[config.mk]
export PLATFORM = sky130hd
export DESIGN_NAME = cdt_clock_tree
export DESIGN_NICKNAME = d
export VERILOG_FILES = /design/src/rtl/cdt_pkg.sv /design/src/rtl/cdt_clock_tree.sv
export SDC_FILE = /design/constraint.sdc
export NUM_CORES = 1
export LEC_CHECK = 0
export BUFFER_PORTS_ARGS = -buffer_cell sky130_fd_sc_hd__buf_2
export CORE_MARGIN = 5
export CORE_UTILIZATION = 63
export CTS_CLUSTER_DIAMETER = 200
export DETAILED_ROUTE_END_ITERATION = 8
export GPL_TIMING_DRIVEN = 0
export HOLD_SLACK_MARGIN = 0.15
export PLACE_DENSITY_LB_ADDON = 0.1
export SKIP_LAST_GASP = 1
export SYNTH_ARGS = -nofsm -noshare
export SYNTH_HDL_FRONTEND = slang
export SYNTH_SLANG_ARGS = --single-unit
[constraint.sdc]
create_clock -name clk_in -period 13.21 [get_ports clk_in]
set_input_delay 1.9815 -clock clk_in [delete_from_list [all_inputs] [get_ports clk_in]]
set_output_delay 1.9815 -clock clk_in [all_outputs]
set_load 0.01 [all_outputs]
[src/rtl/cdt_pkg.sv]
`default_nettype none

package cdt_pkg;

  // ----------------------------------------------------------------
  // register indices (byte address is four times the index)
  // ----------------------------------------------------------------
  localparam logic [9:0] IDX_ROOT_SEL      = 10'h004;
  localparam logic [9:0] IDX_PLAY_N        = 10'h00b;
  localparam logic [9:0] IDX_PLAY_M        = 10'h00c;
  localparam logic [9:0] IDX_PLAY_OSR_HI   = 10'h00d;
  localparam logic [9:0] IDX_PLAY_OSR_LO   = 10'h00e;
  localparam logic [9:0] IDX_REC_N         = 10'h012;
  localparam logic [9:0] IDX_REC_M         = 10'h013;
  localparam logic [9:0] IDX_REC_OSR       = 10'h014;
  localparam logic [9:0] IDX_BYPASS        = 10'h018;
  localparam logic [9:0] IDX_CHAN_POWER    = 10'h019;
  localparam logic [9:0] IDX_REC_STATUS    = 10'h024;
  localparam logic [9:0] IDX_PLAY_STATUS   = 10'h025;
  localparam logic [9:0] IDX_P1_SRC        = 10'h08b;
  localparam logic [9:0] IDX_P1_DIV        = 10'h08c;
  localparam logic [9:0] IDX_P1_OUTSEL     = 10'h08e;
  localparam logic [9:0] IDX_P2_SRC        = 10'h09b;
  localparam logic [9:0] IDX_P2_DIV        = 10'h09c;
  localparam logic [9:0] IDX_P2_OUTSEL     = 10'h09e;
  localparam logic [9:0] IDX_P3_SRC        = 10'h0ab;
  localparam logic [9:0] IDX_P3_DIV        = 10'h0ac;
  localparam logic [9:0] IDX_P3_OUTSEL     = 10'h0ae;

  // ----------------------------------------------------------------
  // field positions
  // ----------------------------------------------------------------
  localparam int PLAY_ROOT_LSB   = 4;
  localparam int REC_ROOT_LSB    = 0;
  localparam int POWER_BIT       = 7;
  localparam int BYP_CORE_BIT    = 0;
  localparam int BYP_MOD_BIT     = 1;
  localparam int OUTSEL_LSB      = 4;
  localparam int DRIVE_BIT       = 7;
  localparam int PLAY_L_STAT_BIT = 7;
  localparam int PLAY_R_STAT_BIT = 3;
  localparam int REC_L_STAT_BIT  = 6;
  localparam int REC_R_STAT_BIT  = 2;

  // ----------------------------------------------------------------
  // reset values and counts
  // ----------------------------------------------------------------
  localparam logic [7:0] RST_ROOT_SEL = 8'h00;
  localparam logic [7:0] RST_DIV      = 8'h01;
  localparam logic [7:0] RST_OSR_HI   = 8'h00;
  localparam logic [7:0] RST_OSR_LO   = 8'h80;
  localparam logic [7:0] RST_REC_OSR  = 8'h80;
  localparam logic [7:0] RST_BYPASS   = 8'h03;
  localparam logic [7:0] RST_ZERO     = 8'h00;
  localparam int         NUM_ROOT_SRC = 11;
  localparam int         SYNC_W       = 12;
  localparam int         SHUTDOWN_MOD_TICKS = 16;

  // channel power tracking, gray along off -> on -> draining
  typedef enum logic [1:0] {
    PWR_OFF   = 2'b00,
    PWR_ON    = 2'b01,
    PWR_DRAIN = 2'b11
  } cdt_pwr_state_type;

endpackage

`default_nettype wire

[src/rtl/cdt_clock_tree.sv]
// Implementation choices: the placing of the registers and register access over APB.
`timescale 1ns/10ps
`default_nettype none

// ------------------------------------------------------------------
// divider stage: clocks are carried as a level plus a rise strobe
// ------------------------------------------------------------------
module cdt_div #(
  parameter int W = 7
) (
  input  wire logic         clk_in,
  input  wire logic         rst_in,
  input  wire logic         en_in,
  input  wire logic [W-1:0] ratio_in,
  input  wire logic         lvl_in,
  input  wire logic         rise_in,
  output logic              lvl_out,
  output logic              rise_out
);
  logic [W-1:0] act_q;
  logic [W-1:0] cnt_q;
  logic [W-1:0] cnt_d;
  logic [W:0]   n;
  logic         nxt;

  // all-zero ratio field means the largest ratio
  assign n = (act_q == '0) ? {1'b1, {W{1'b0}}} : {1'b0, act_q};

  // count input rises; ratio swaps only at wrap or while disabled, so no runt pulses
  always_comb begin
    cnt_d = cnt_q;
    if (rise_in) begin
      if ({1'b0, cnt_q} == n - 1'b1) begin
        cnt_d = '0;
      end else begin
        cnt_d = cnt_q + 1'b1;
      end
    end
    if (n == {{W{1'b0}}, 1'b1}) begin
      nxt = lvl_in;
    end else begin
      nxt = ({1'b0, cnt_d} < (n >> 1));
    end
  end

  always_ff @(posedge clk_in or posedge rst_in) begin
    if (rst_in) begin
      act_q    <= '0;
      cnt_q    <= '0;
      lvl_out  <= 1'b0;
      rise_out <= 1'b0;
    end else if (!en_in) begin
      act_q    <= ratio_in;
      cnt_q    <= '0;
      lvl_out  <= 1'b0;
      rise_out <= 1'b0;
    end else begin
      cnt_q    <= cnt_d;
      if (rise_in && cnt_d == '0) begin
        act_q <= ratio_in;
      end
      lvl_out  <= nxt;
      rise_out <= nxt & ~lvl_out;
    end
  end
endmodule

// Overview of operation
// - playback root chosen by upper selector nibble
// - record root chosen by lower nibble, independently
// - eleven root sources per selector
// - modulator is root over N times M; oversampled
// - N,M 1..128; oversample 1..1024 and 1..256
// - record core from playback or record N
// - record modulator from playback or record M
// - bypassed record rate uses playback root, N
// - playback shutdown sequence, two status bits
// - record shutdown sequence, two status bits
// - port one bit clock output selector
// - port two bit clock output selector
// - port three bit clock output selector
// - port one bit divider, enable, source mux
// - port two bit divider, enable, source mux
// - port three bit divider, enable, source mux
module cdt_clock_tree (
  input  wire logic        clk_in,
  input  wire logic        rst_in,
  input  wire logic        psel_in,
  input  wire logic        penable_in,
  input  wire logic        pwrite_in,
  input  wire logic [11:0] paddr_in,
  input  wire logic [31:0] pwdata_in,
  output logic [31:0]      prdata_out,
  output logic             pready_out,
  output logic             pslverr_out,
  input  wire logic        master_clk_pin_a_in,
  input  wire logic        master_clk_pin_b_in,
  input  wire logic        port1_bitclk_pin_in,
  input  wire logic        port2_bitclk_pin_in,
  input  wire logic        port3_bitclk_pin_in,
  input  wire logic        general_io_a_in,
  input  wire logic        general_io_b_in,
  input  wire logic        general_in_a_in,
  input  wire logic        general_in_b_in,
  input  wire logic        synth_clk_in,
  input  wire logic        onchip_hf_reference_in,
  input  wire logic        onchip_hf_oscillator_in,
  output logic             play_core_clk_out,
  output logic             play_modulator_clk_out,
  output logic             play_sample_clk_out,
  output logic             rec_core_clk_out,
  output logic             rec_modulator_clk_out,
  output logic             rec_sample_clk_out,
  output logic [2:0]       port_bitclk_drive_out,
  output logic [2:0]       port_bitclk_oe_out
);
  import cdt_pkg::*;

  // ----------------------------------------------------------------
  // pin synchronisers
  // ----------------------------------------------------------------
  logic [SYNC_W-1:0] pin_raw;
  logic [SYNC_W-1:0] sync1_q;
  logic [SYNC_W-1:0] sync2_q;
  logic [SYNC_W-1:0] sync3_q;
  logic [SYNC_W-1:0] pin_rise;

  // order matches root selector codes; index 11 is port three
  assign pin_raw = {port3_bitclk_pin_in, general_in_b_in, general_io_b_in,
                    onchip_hf_oscillator_in, onchip_hf_reference_in,
                    general_in_a_in, port2_bitclk_pin_in, synth_clk_in,
                    general_io_a_in, port1_bitclk_pin_in,
                    master_clk_pin_b_in, master_clk_pin_a_in};
  assign pin_rise = sync2_q & ~sync3_q;

  always_ff @(posedge clk_in or posedge rst_in) begin
    if (rst_in) begin
      sync1_q <= '0;
      sync2_q <= '0;
      sync3_q <= '0;
    end else begin
      sync1_q <= pin_raw;
      sync2_q <= sync1_q;
      sync3_q <= sync2_q;
    end
  end

  // ----------------------------------------------------------------
  // register file
  // ----------------------------------------------------------------
  logic [7:0] root_sel_q, play_n_q, play_m_q, osr_hi_q, osr_lo_q;
  logic [7:0] rec_n_q, rec_m_q, rec_osr_q, bypass_q, chan_pwr_q;
  logic [7:0] bsrc_q [3];
  logic [7:0] bdiv_q [3];
  logic [7:0] bsel_q [3];
  logic [7:0] play_stat, rec_stat;
  logic [9:0] idx;
  logic       wr_en;
  logic [7:0] rd_d;
  logic       hit_d;

  assign idx   = paddr_in[11:2];
  assign wr_en = psel_in & penable_in & pwrite_in & pready_out;

  // decode, used for both read data and the error answer
  always_comb begin
    hit_d = 1'b1;
    rd_d  = 8'h00;
    case (idx)
      IDX_ROOT_SEL:    rd_d = root_sel_q;
      IDX_PLAY_N:      rd_d = play_n_q;
      IDX_PLAY_M:      rd_d = play_m_q;
      IDX_PLAY_OSR_HI: rd_d = {6'h00, osr_hi_q[1:0]};
      IDX_PLAY_OSR_LO: rd_d = osr_lo_q;
      IDX_REC_N:       rd_d = rec_n_q;
      IDX_REC_M:       rd_d = rec_m_q;
      IDX_REC_OSR:     rd_d = rec_osr_q;
      IDX_BYPASS:      rd_d = {6'h00, bypass_q[1:0]};
      IDX_CHAN_POWER:  rd_d = {4'h0, chan_pwr_q[3:0]};
      IDX_REC_STATUS:  rd_d = rec_stat;
      IDX_PLAY_STATUS: rd_d = play_stat;
      IDX_P1_SRC:      rd_d = {6'h00, bsrc_q[0][1:0]};
      IDX_P1_DIV:      rd_d = bdiv_q[0];
      IDX_P1_OUTSEL:   rd_d = bsel_q[0];
      IDX_P2_SRC:      rd_d = {6'h00, bsrc_q[1][1:0]};
      IDX_P2_DIV:      rd_d = bdiv_q[1];
      IDX_P2_OUTSEL:   rd_d = bsel_q[1];
      IDX_P3_SRC:      rd_d = {6'h00, bsrc_q[2][1:0]};
      IDX_P3_DIV:      rd_d = bdiv_q[2];
      IDX_P3_OUTSEL:   rd_d = bsel_q[2];
      default:         hit_d = 1'b0;
    endcase
  end

  // zero-wait slave: answer in the first access cycle
  always_ff @(posedge clk_in or posedge rst_in) begin
    if (rst_in) begin
      pready_out  <= 1'b0;
      pslverr_out <= 1'b0;
      prdata_out  <= 32'h0000_0000;
    end else begin
      pready_out  <= psel_in & ~penable_in;
      pslverr_out <= psel_in & ~penable_in & ~hit_d;
      if (psel_in && !penable_in && !pwrite_in) begin
        prdata_out <= {24'h00_0000, rd_d};
      end
    end
  end

  // software writes; status registers ignore writes
  always_ff @(posedge clk_in or posedge rst_in) begin
    if (rst_in) begin
      root_sel_q <= RST_ROOT_SEL;
      play_n_q   <= RST_DIV;
      play_m_q   <= RST_DIV;
      osr_hi_q   <= RST_OSR_HI;
      osr_lo_q   <= RST_OSR_LO;
      rec_n_q    <= RST_DIV;
      rec_m_q    <= RST_DIV;
      rec_osr_q  <= RST_REC_OSR;
      bypass_q   <= RST_BYPASS;
      chan_pwr_q <= RST_ZERO;
      for (int i = 0; i < 3; i++) begin
        bsrc_q[i] <= RST_ZERO;
        bdiv_q[i] <= RST_DIV;
        bsel_q[i] <= RST_ZERO;
      end
    end else if (wr_en) begin
      case (idx)
        IDX_ROOT_SEL:    root_sel_q <= pwdata_in[7:0];
        IDX_PLAY_N:      play_n_q   <= pwdata_in[7:0];
        IDX_PLAY_M:      play_m_q   <= pwdata_in[7:0];
        IDX_PLAY_OSR_HI: osr_hi_q   <= pwdata_in[7:0];
        IDX_PLAY_OSR_LO: osr_lo_q   <= pwdata_in[7:0];
        IDX_REC_N:       rec_n_q    <= pwdata_in[7:0];
        IDX_REC_M:       rec_m_q    <= pwdata_in[7:0];
        IDX_REC_OSR:     rec_osr_q  <= pwdata_in[7:0];
        IDX_BYPASS:      bypass_q   <= pwdata_in[7:0];
        IDX_CHAN_POWER:  chan_pwr_q <= pwdata_in[7:0];
        IDX_P1_SRC:      bsrc_q[0]  <= pwdata_in[7:0];
        IDX_P1_DIV:      bdiv_q[0]  <= pwdata_in[7:0];
        IDX_P1_OUTSEL:   bsel_q[0]  <= pwdata_in[7:0];
        IDX_P2_SRC:      bsrc_q[1]  <= pwdata_in[7:0];
        IDX_P2_DIV:      bdiv_q[1]  <= pwdata_in[7:0];
        IDX_P2_OUTSEL:   bsel_q[1]  <= pwdata_in[7:0];
        IDX_P3_SRC:      bsrc_q[2]  <= pwdata_in[7:0];
        IDX_P3_DIV:      bdiv_q[2]  <= pwdata_in[7:0];
        IDX_P3_OUTSEL:   bsel_q[2]  <= pwdata_in[7:0];
        default: ;
      endcase
    end
  end

  // ----------------------------------------------------------------
  // root selection, switched only while both sources are low
  // ----------------------------------------------------------------
  logic [3:0] root_act_q [2];
  logic [1:0] root_lvl, root_rise;

  always_comb begin
    for (int p = 0; p < 2; p++) begin
      root_lvl[p]  = 1'b0;
      root_rise[p] = 1'b0;
      if (root_act_q[p] < 4'(NUM_ROOT_SRC)) begin
        root_lvl[p]  = sync2_q[root_act_q[p]];
        root_rise[p] = pin_rise[root_act_q[p]];
      end
    end
  end

  always_ff @(posedge clk_in or posedge rst_in) begin
    if (rst_in) begin
      root_act_q[0] <= RST_ROOT_SEL[PLAY_ROOT_LSB +: 4];
      root_act_q[1] <= RST_ROOT_SEL[REC_ROOT_LSB +: 4];
    end else begin
      if (!root_lvl[0] && (root_sel_q[PLAY_ROOT_LSB +: 4] >= 4'(NUM_ROOT_SRC)
          || !sync2_q[root_sel_q[PLAY_ROOT_LSB +: 4]])) begin
        root_act_q[0] <= root_sel_q[PLAY_ROOT_LSB +: 4];
      end
      if (!root_lvl[1] && (root_sel_q[REC_ROOT_LSB +: 4] >= 4'(NUM_ROOT_SRC)
          || !sync2_q[root_sel_q[REC_ROOT_LSB +: 4]])) begin
        root_act_q[1] <= root_sel_q[REC_ROOT_LSB +: 4];
      end
    end
  end

  // ----------------------------------------------------------------
  // converter divider chains
  // ----------------------------------------------------------------
  logic pn_l, pn_r, pm_l, pm_r, po_l, po_r;
  logic rn_l, rn_r, rm_l, rm_r, ro_l, ro_r;
  logic rc_l, rc_r, rmod_l, rmod_r;

  cdt_div #(.W(7)) u_play_n (.clk_in(clk_in), .rst_in(rst_in),
    .en_in(play_n_q[POWER_BIT]), .ratio_in(play_n_q[6:0]),
    .lvl_in(root_lvl[0]), .rise_in(root_rise[0]),
    .lvl_out(pn_l), .rise_out(pn_r));
  cdt_div #(.W(7)) u_play_m (.clk_in(clk_in), .rst_in(rst_in),
    .en_in(play_m_q[POWER_BIT]), .ratio_in(play_m_q[6:0]),
    .lvl_in(pn_l), .rise_in(pn_r), .lvl_out(pm_l), .rise_out(pm_r));
  cdt_div #(.W(10)) u_play_osr (.clk_in(clk_in), .rst_in(rst_in),
    .en_in(play_m_q[POWER_BIT]), .ratio_in({osr_hi_q[1:0], osr_lo_q}),
    .lvl_in(pm_l), .rise_in(pm_r),
    .lvl_out(po_l), .rise_out(po_r));
  cdt_div #(.W(7)) u_rec_n (.clk_in(clk_in), .rst_in(rst_in),
    .en_in(rec_n_q[POWER_BIT]), .ratio_in(rec_n_q[6:0]),
    .lvl_in(root_lvl[1]), .rise_in(root_rise[1]),
    .lvl_out(rn_l), .rise_out(rn_r));

  // record core may come from the playback N output
  assign rc_l = bypass_q[BYP_CORE_BIT] ? pn_l : rn_l;
  assign rc_r = bypass_q[BYP_CORE_BIT] ? pn_r : rn_r;

  cdt_div #(.W(7)) u_rec_m (.clk_in(clk_in), .rst_in(rst_in),
    .en_in(rec_m_q[POWER_BIT]), .ratio_in(rec_m_q[6:0]),
    .lvl_in(rc_l), .rise_in(rc_r), .lvl_out(rm_l), .rise_out(rm_r));

  // record modulator may come from the playback M output
  assign rmod_l = bypass_q[BYP_MOD_BIT] ? pm_l : rm_l;
  assign rmod_r = bypass_q[BYP_MOD_BIT] ? pm_r : rm_r;

  // oversampler runs whenever its selected M source is powered
  cdt_div #(.W(8)) u_rec_osr (.clk_in(clk_in), .rst_in(rst_in),
    .en_in(bypass_q[BYP_MOD_BIT] ? play_m_q[POWER_BIT]
                                 : rec_m_q[POWER_BIT]),
    .ratio_in(rec_osr_q), .lvl_in(rmod_l), .rise_in(rmod_r),
    .lvl_out(ro_l), .rise_out(ro_r));

  // ----------------------------------------------------------------
  // channel power-down sequencing, paced by modulator clock
  // ----------------------------------------------------------------
  cdt_pwr_state_type pwr_q [4];
  logic [7:0]        drain_q [4];
  logic [3:0]        mod_tick;

  // a stopped modulator stalls the drain, hence the divider ordering
  assign mod_tick = {rmod_r, rmod_r, pm_r, pm_r};

  always_ff @(posedge clk_in or posedge rst_in) begin
    if (rst_in) begin
      for (int c = 0; c < 4; c++) begin
        pwr_q[c]   <= PWR_OFF;
        drain_q[c] <= 8'h00;
      end
    end else begin
      for (int c = 0; c < 4; c++) begin
        case (pwr_q[c])
          PWR_OFF: begin
            drain_q[c] <= 8'h00;
            if (chan_pwr_q[c]) begin
              pwr_q[c] <= PWR_ON;
            end
          end
          PWR_ON: begin
            drain_q[c] <= 8'h00;
            if (!chan_pwr_q[c]) begin
              pwr_q[c] <= PWR_DRAIN;
            end
          end
          PWR_DRAIN: begin
            if (chan_pwr_q[c]) begin
              pwr_q[c] <= PWR_ON;
            end else if (mod_tick[c]) begin
              if (drain_q[c] == 8'(SHUTDOWN_MOD_TICKS - 1)) begin
                pwr_q[c] <= PWR_OFF;
              end else begin
                drain_q[c] <= drain_q[c] + 8'h01;
              end
            end
          end
          default: pwr_q[c] <= PWR_OFF;
        endcase
      end
    end
  end

  // status bit reads one until the channel is fully down
  always_comb begin
    play_stat = 8'h00;
    rec_stat  = 8'h00;
    play_stat[PLAY_L_STAT_BIT] = (pwr_q[0] != PWR_OFF);
    play_stat[PLAY_R_STAT_BIT] = (pwr_q[1] != PWR_OFF);
    rec_stat[REC_L_STAT_BIT]   = (pwr_q[2] != PWR_OFF);
    rec_stat[REC_R_STAT_BIT]   = (pwr_q[3] != PWR_OFF);
  end

  // ----------------------------------------------------------------
  // serial port bit clocks
  // ----------------------------------------------------------------
  logic [3:0] core_lvl, core_rise;
  logic [2:0] bd_l, bd_r, bin_l, bin_r;
  logic [2:0] port_pin;

  assign core_lvl  = {rmod_l, rc_l, pm_l, pn_l};
  assign core_rise = {rmod_r, rc_r, pm_r, pn_r};
  assign port_pin  = {sync2_q[11], sync2_q[5], sync2_q[2]};

  for (genvar g = 0; g < 3; g++) begin : g_port
    assign bin_l[g] = core_lvl[bsrc_q[g][1:0]];
    assign bin_r[g] = core_rise[bsrc_q[g][1:0]];
    cdt_div #(.W(7)) u_bdiv (.clk_in(clk_in), .rst_in(rst_in),
      .en_in(bdiv_q[g][POWER_BIT]), .ratio_in(bdiv_q[g][6:0]),
      .lvl_in(bin_l[g]), .rise_in(bin_r[g]),
      .lvl_out(bd_l[g]), .rise_out(bd_r[g]));
  end

  // codes 3 and 4 pick the other two ports' incoming bit clocks
  always_ff @(posedge clk_in or posedge rst_in) begin
    if (rst_in) begin
      port_bitclk_drive_out <= 3'h0;
      port_bitclk_oe_out    <= 3'h0;
    end else begin
      for (int p = 0; p < 3; p++) begin
        port_bitclk_oe_out[p] <= bsel_q[p][DRIVE_BIT];
        case (bsel_q[p][OUTSEL_LSB +: 3])
          3'h0: port_bitclk_drive_out[p] <= bd_l[0];
          3'h1: port_bitclk_drive_out[p] <= bd_l[1];
          3'h2: port_bitclk_drive_out[p] <= bd_l[2];
          3'h3: port_bitclk_drive_out[p] <= port_pin[(p == 0) ? 1 : 0];
          3'h4: port_bitclk_drive_out[p] <= port_pin[(p == 2) ? 1 : 2];
          default: port_bitclk_drive_out[p] <= 1'b0;
        endcase
      end
    end
  end

  // registered copies of the tree clocks for the converters
  always_ff @(posedge clk_in or posedge rst_in) begin
    if (rst_in) begin
      play_core_clk_out      <= 1'b0;
      play_modulator_clk_out <= 1'b0;
      play_sample_clk_out    <= 1'b0;
      rec_core_clk_out       <= 1'b0;
      rec_modulator_clk_out  <= 1'b0;
      rec_sample_clk_out     <= 1'b0;
    end else begin
      play_core_clk_out      <= pn_l;
      play_modulator_clk_out <= pm_l;
      play_sample_clk_out    <= po_l;
      rec_core_clk_out       <= rc_l;
      rec_modulator_clk_out  <= rmod_l;
      rec_sample_clk_out     <= ro_l;
    end
  end

endmodule

`default_nettype wire

==> impl_metrics.sql <==
INSERT INTO impl_metrics (metric_group, metric, value, unit) VALUES
('final_layout', 'post_route_cell_area', '0.0248', 'mm²'),
('clock_network', 'cts-buffers-inserted', '42', ''),
('detailed_routing', 'detail_route.drc_violations', '0', ''),
('place', 'placed_area', '0.0233', 'mm²'),
('sta', 'final.setup.worst_slack', '8300', 'ps'),
('min_path', 'holdCritStartpoint', 'sync1_q[10]', ''),
('clock_network', 'cts.htree.levels', '2', ''),
('sta', 'setup_viol', '0', ''),
('sta', 'report.final.hold_viol_count', '0', ''),
('final_layout', 'filler_cell_count', '2695', ''),
('min_path', 'worstHoldEndpoint', 'sync2_q[10]', ''),
('detailed_routing', 'number_of_nets_with_antenna_violations_after_detailed_routing', '0', ''),
('yosys', 'synth.area.mux_share', '13.4', '%'),
('worst_setup_path', 'setup.worst_path.start_class', 'register', ''),
('sta', 'transition_time_at_the_pin_with_the_least_slew_margin', '1150', 'ps'),
('worst_setup_path', 'cp_slowest_stage_delay', '770', 'ps'),
('place', 'gp_congestion', '0.992', ''),
('die', 'design.core.area', '0.0353', 'mm²'),
('yosys', 'synth-seq-area-share', '41.5', '%'),
('yosys', 'number_of_distinct_library_cell_variants_in_the_gate_level_netlist_after_synthesis', '94', ''),
('die', 'initial_core_util', '63.3', '%'),
('detailed_routing', 'drt_first_iter_violations', '1421', ''),
('yosys', 'synth.yosys.warnings', '0', ''),
('place', 'io_buffers', '49', ''),
('detailed_routing', 'num_vias', '17800', ''),
('pwr', 'leakage_dissipation', '11.3', 'nW'),
('yosys', 'synth_area_per_cell', '10.1', 'µm²'),
('die', 'num_rows', '69', ''),
('run_status', 'run_status', 'completed', ''),
('yosys', 'synth_enable_flop_cells', '0', ''),
('min_path', 'min_delay_worst_type', 'register to register', ''),
('grt', 'number_of_global_route_vias_before_repair', '17500', ''),
('worst_setup_path', 'cpLargestDelayFamily', 'compound AO/OA/AOI/OAI gates', ''),
('detailed_routing', 'route.detailed.wl_per_inst', '21.0', 'µm'),
('worst_setup_path', 'setup.reg_to_reg.worst_slack', '8300', 'ps'),
('sta', 'unrepaired_setup_endpoints_after_global_routing', 'false', ''),
('final_layout', 'area_growth_from_synthesis_to_layout', '10.8', '%'),
('yosys', 'async_reset_ff_share', '100', '%'),
('worst_setup_path', 'worst-path-buf-inv', '1', ''),
('clock_network', 'hold_buffers', '0', ''),
('yosys', 'synth.cell_area', '0.0223', 'mm²'),
('sta', 'setup_tns', '0', 'ps'),
('yosys', 'post-synth-top-area-fraction', '40.2', '%'),
('worst_setup_path', 'setup.worst_path.start', 'u_rec_n.act_q[2]', ''),
('die', 'boundaryPins', '107', ''),
('worst_setup_path', 'worst_reg_to_reg_cells', '15', ''),
('yosys', 'synth-simple-area-share', '18.1', '%'),
('yosys', 'cell_with_the_most_instances_after_synthesis', 'dfrtp_1', ''),
('sta', 'fmax', '204', 'MHz'),
('clock_network', 'clkSinkCount', '370', ''),
('clock_network', 'worst_skew_pair.late_latency', '570', 'ps'),
('yosys', 'synth_xor_xnor_area_share', '4.97', '%'),
('yosys', 'synth_cells', '2208', ''),
('yosys', 'synth_fa_ha_area_share', '5.49', '%'),
('worst_setup_path', 'crit_path_cell_trace', 'clkbuf_1 > nor4_1 > a2111oi_0 > a41o_1 > a31o_2 > a31oi_1 > nand2_1 > nand2_1 > ha_1 > and4_1 > a2111oi_0 > nand2_1 > a2111oi_0 > o31ai_1 > a21oi_1', ''),
('die', 'die_w', '198', 'µm'),
('worst_setup_path', 'required_time_at_the_worst_slack_endpoint', '13620', 'ps'),
('detailed_routing', 'detail_route.wirelength', '59400', 'µm'),
('final_layout', 'final_layout_size_suffix_gt1_share', '17.8', '%'),
('worst_setup_path', 'rr_endpoint', 'u_rec_n.rise_out', ''),
('clock_network', 'clkSlewWorstSetupHoldPaths', '60', 'ps'),
('detailed_routing', 'vias_per_cell', '6.30', ''),
('sta', 'final_period_minus_worst_setup_slack', '4910', 'ps'),
('worst_setup_path', 'critPathArrivalTime', '5320', 'ps'),
('sta', 'worst_setup_skew_after_layout', '18.6', 'ps'),
('worst_setup_path', 'worstSetupEndpointType', 'register', ''),
('clock_network', 'cts-resized-gates', '0', ''),
('pwr', 'report.power.total', '2.46', 'mW'),
('sta', 'slew_viol_final', '0', ''),
('yosys', 'yosys-top-cells-area', 'dfrtp_1 40%, mux2_2 9.1%, ha_1 5.5%', ''),
('run', 'timing.max_cap.violations', '0', '');
power breakdown:
group          switching [mW]  internal (mW)  total [mW]
Clock                   0.480          0.740        1.22
Combinational          0.0614         0.0267      0.0882
Sequential             0.0105           1.14        1.16
Total                   0.552           1.91        2.46
cell families (layout without fill, tap and decap cells):
kind of cell,Yosys count,count (layout)
flip-flops,370,370
buffers and inverters,221,349
multiplexers,241,241
adder cells (fa/ha/maj),98,98
AND/OR/NAND/NOR,750,750
AO/OA/AOI/OAI,402,402
XOR/XNOR,125,125
other,1,27
per-stage QoR:
stage / hold WS [ps] / cells
after floorplan: 331 / 2231
after global placement: 332 / 2741
after detailed placement: 335 / 2743
after CTS: 347 / 2820
after global routing: 358 / 2823
final: 347 / 2823
worst max path at each step:
| stage | end | cells after the start |
|---|---|---|
| after floorplan | bdiv_q[10] | 1 |
| after global placement | u_play_osr.cnt_q[2] | 2 |
| after detailed placement | u_rec_n.rise_out | 15 |
| after CTS | u_rec_n.rise_out | 15 |
| after global routing | u_rec_n.rise_out | 16 |
| final | u_rec_n.rise_out | 15 |
cell usage in the layout (no fill, tap or decap), types with 12 or more instances in the layout:
cell and instances:
nand2b_1 18, mux2_2 181, nor2b_1 33, nand4_1 29, a211oi_1 14, conb_1 24
nor2_1 118, buf_2 54, dfrtp_1 359, xnor2_1 72, or2_2 12, inv_1 96
buf_4 24, nand2_1 174, mux2i_1 21, a21o_1 23, or3_1 14, and2_1 60
mux4_2 21, and3_1 30, a31oi_1 20, nor3_1 64, a22o_1 12, nor4_1 21
clkbuf_1 92, mux2_4 17, xor2_1 52, a22oi_1 36, clkbuf_16 43, a21boi_0 18
a21oi_1 87, nand3_1 74, nand3b_1 25, nor3b_1 16, ha_1 98, o21ai_0 76
layer usage:
| layer | GRT usage [%] | vias to the layer above | wire length (µm) |
|---|---|---|---|
| met2 | 48.5 | 657 | 27500 |
| met4 | 11.1 | 12 | 2140 |
| li1 | - | 8219 | - |
| met1 | 41.1 | 8729 | 25300 |
| met3 | 5.70 | 155 | 4320 |
| met5 | 0 | - | 79 |
registers in the layout (all words and copies together) (netlist names), 10 cells and up:
| name | flops |
|---|---|
| u_play_osr.act_q | 10 |
| sync3_q | 11 |
| bdiv_q | 24 |
| sync2_q | 12 |
| sync1_q | 12 |
| g_port.u_bdiv.cnt_q | 21 |
| bsel_q | 24 |
| g_port.u_bdiv.act_q | 21 |
| drain_q | 32 |
| u_play_osr.cnt_q | 10 |
final cells by class:
type | count | area, µm² | area share (%)
multi-input combinational | 1640 | 12200 | 49.3
sequential | 370 | 9270 | 37.5
clock buffer | 57 | 1170 | 4.72
buffer | 124 | 594 | 2.40
tap | 461 | 577 | 2.33
inverter | 97 | 372 | 1.50
timing repair buffer | 51 | 300 | 1.21
clock inverter | 20 | 269 | 1.09
antenna | 3 | 7.51 | 0.0303
No activity file was read; power rests on OpenSTA's default activity.
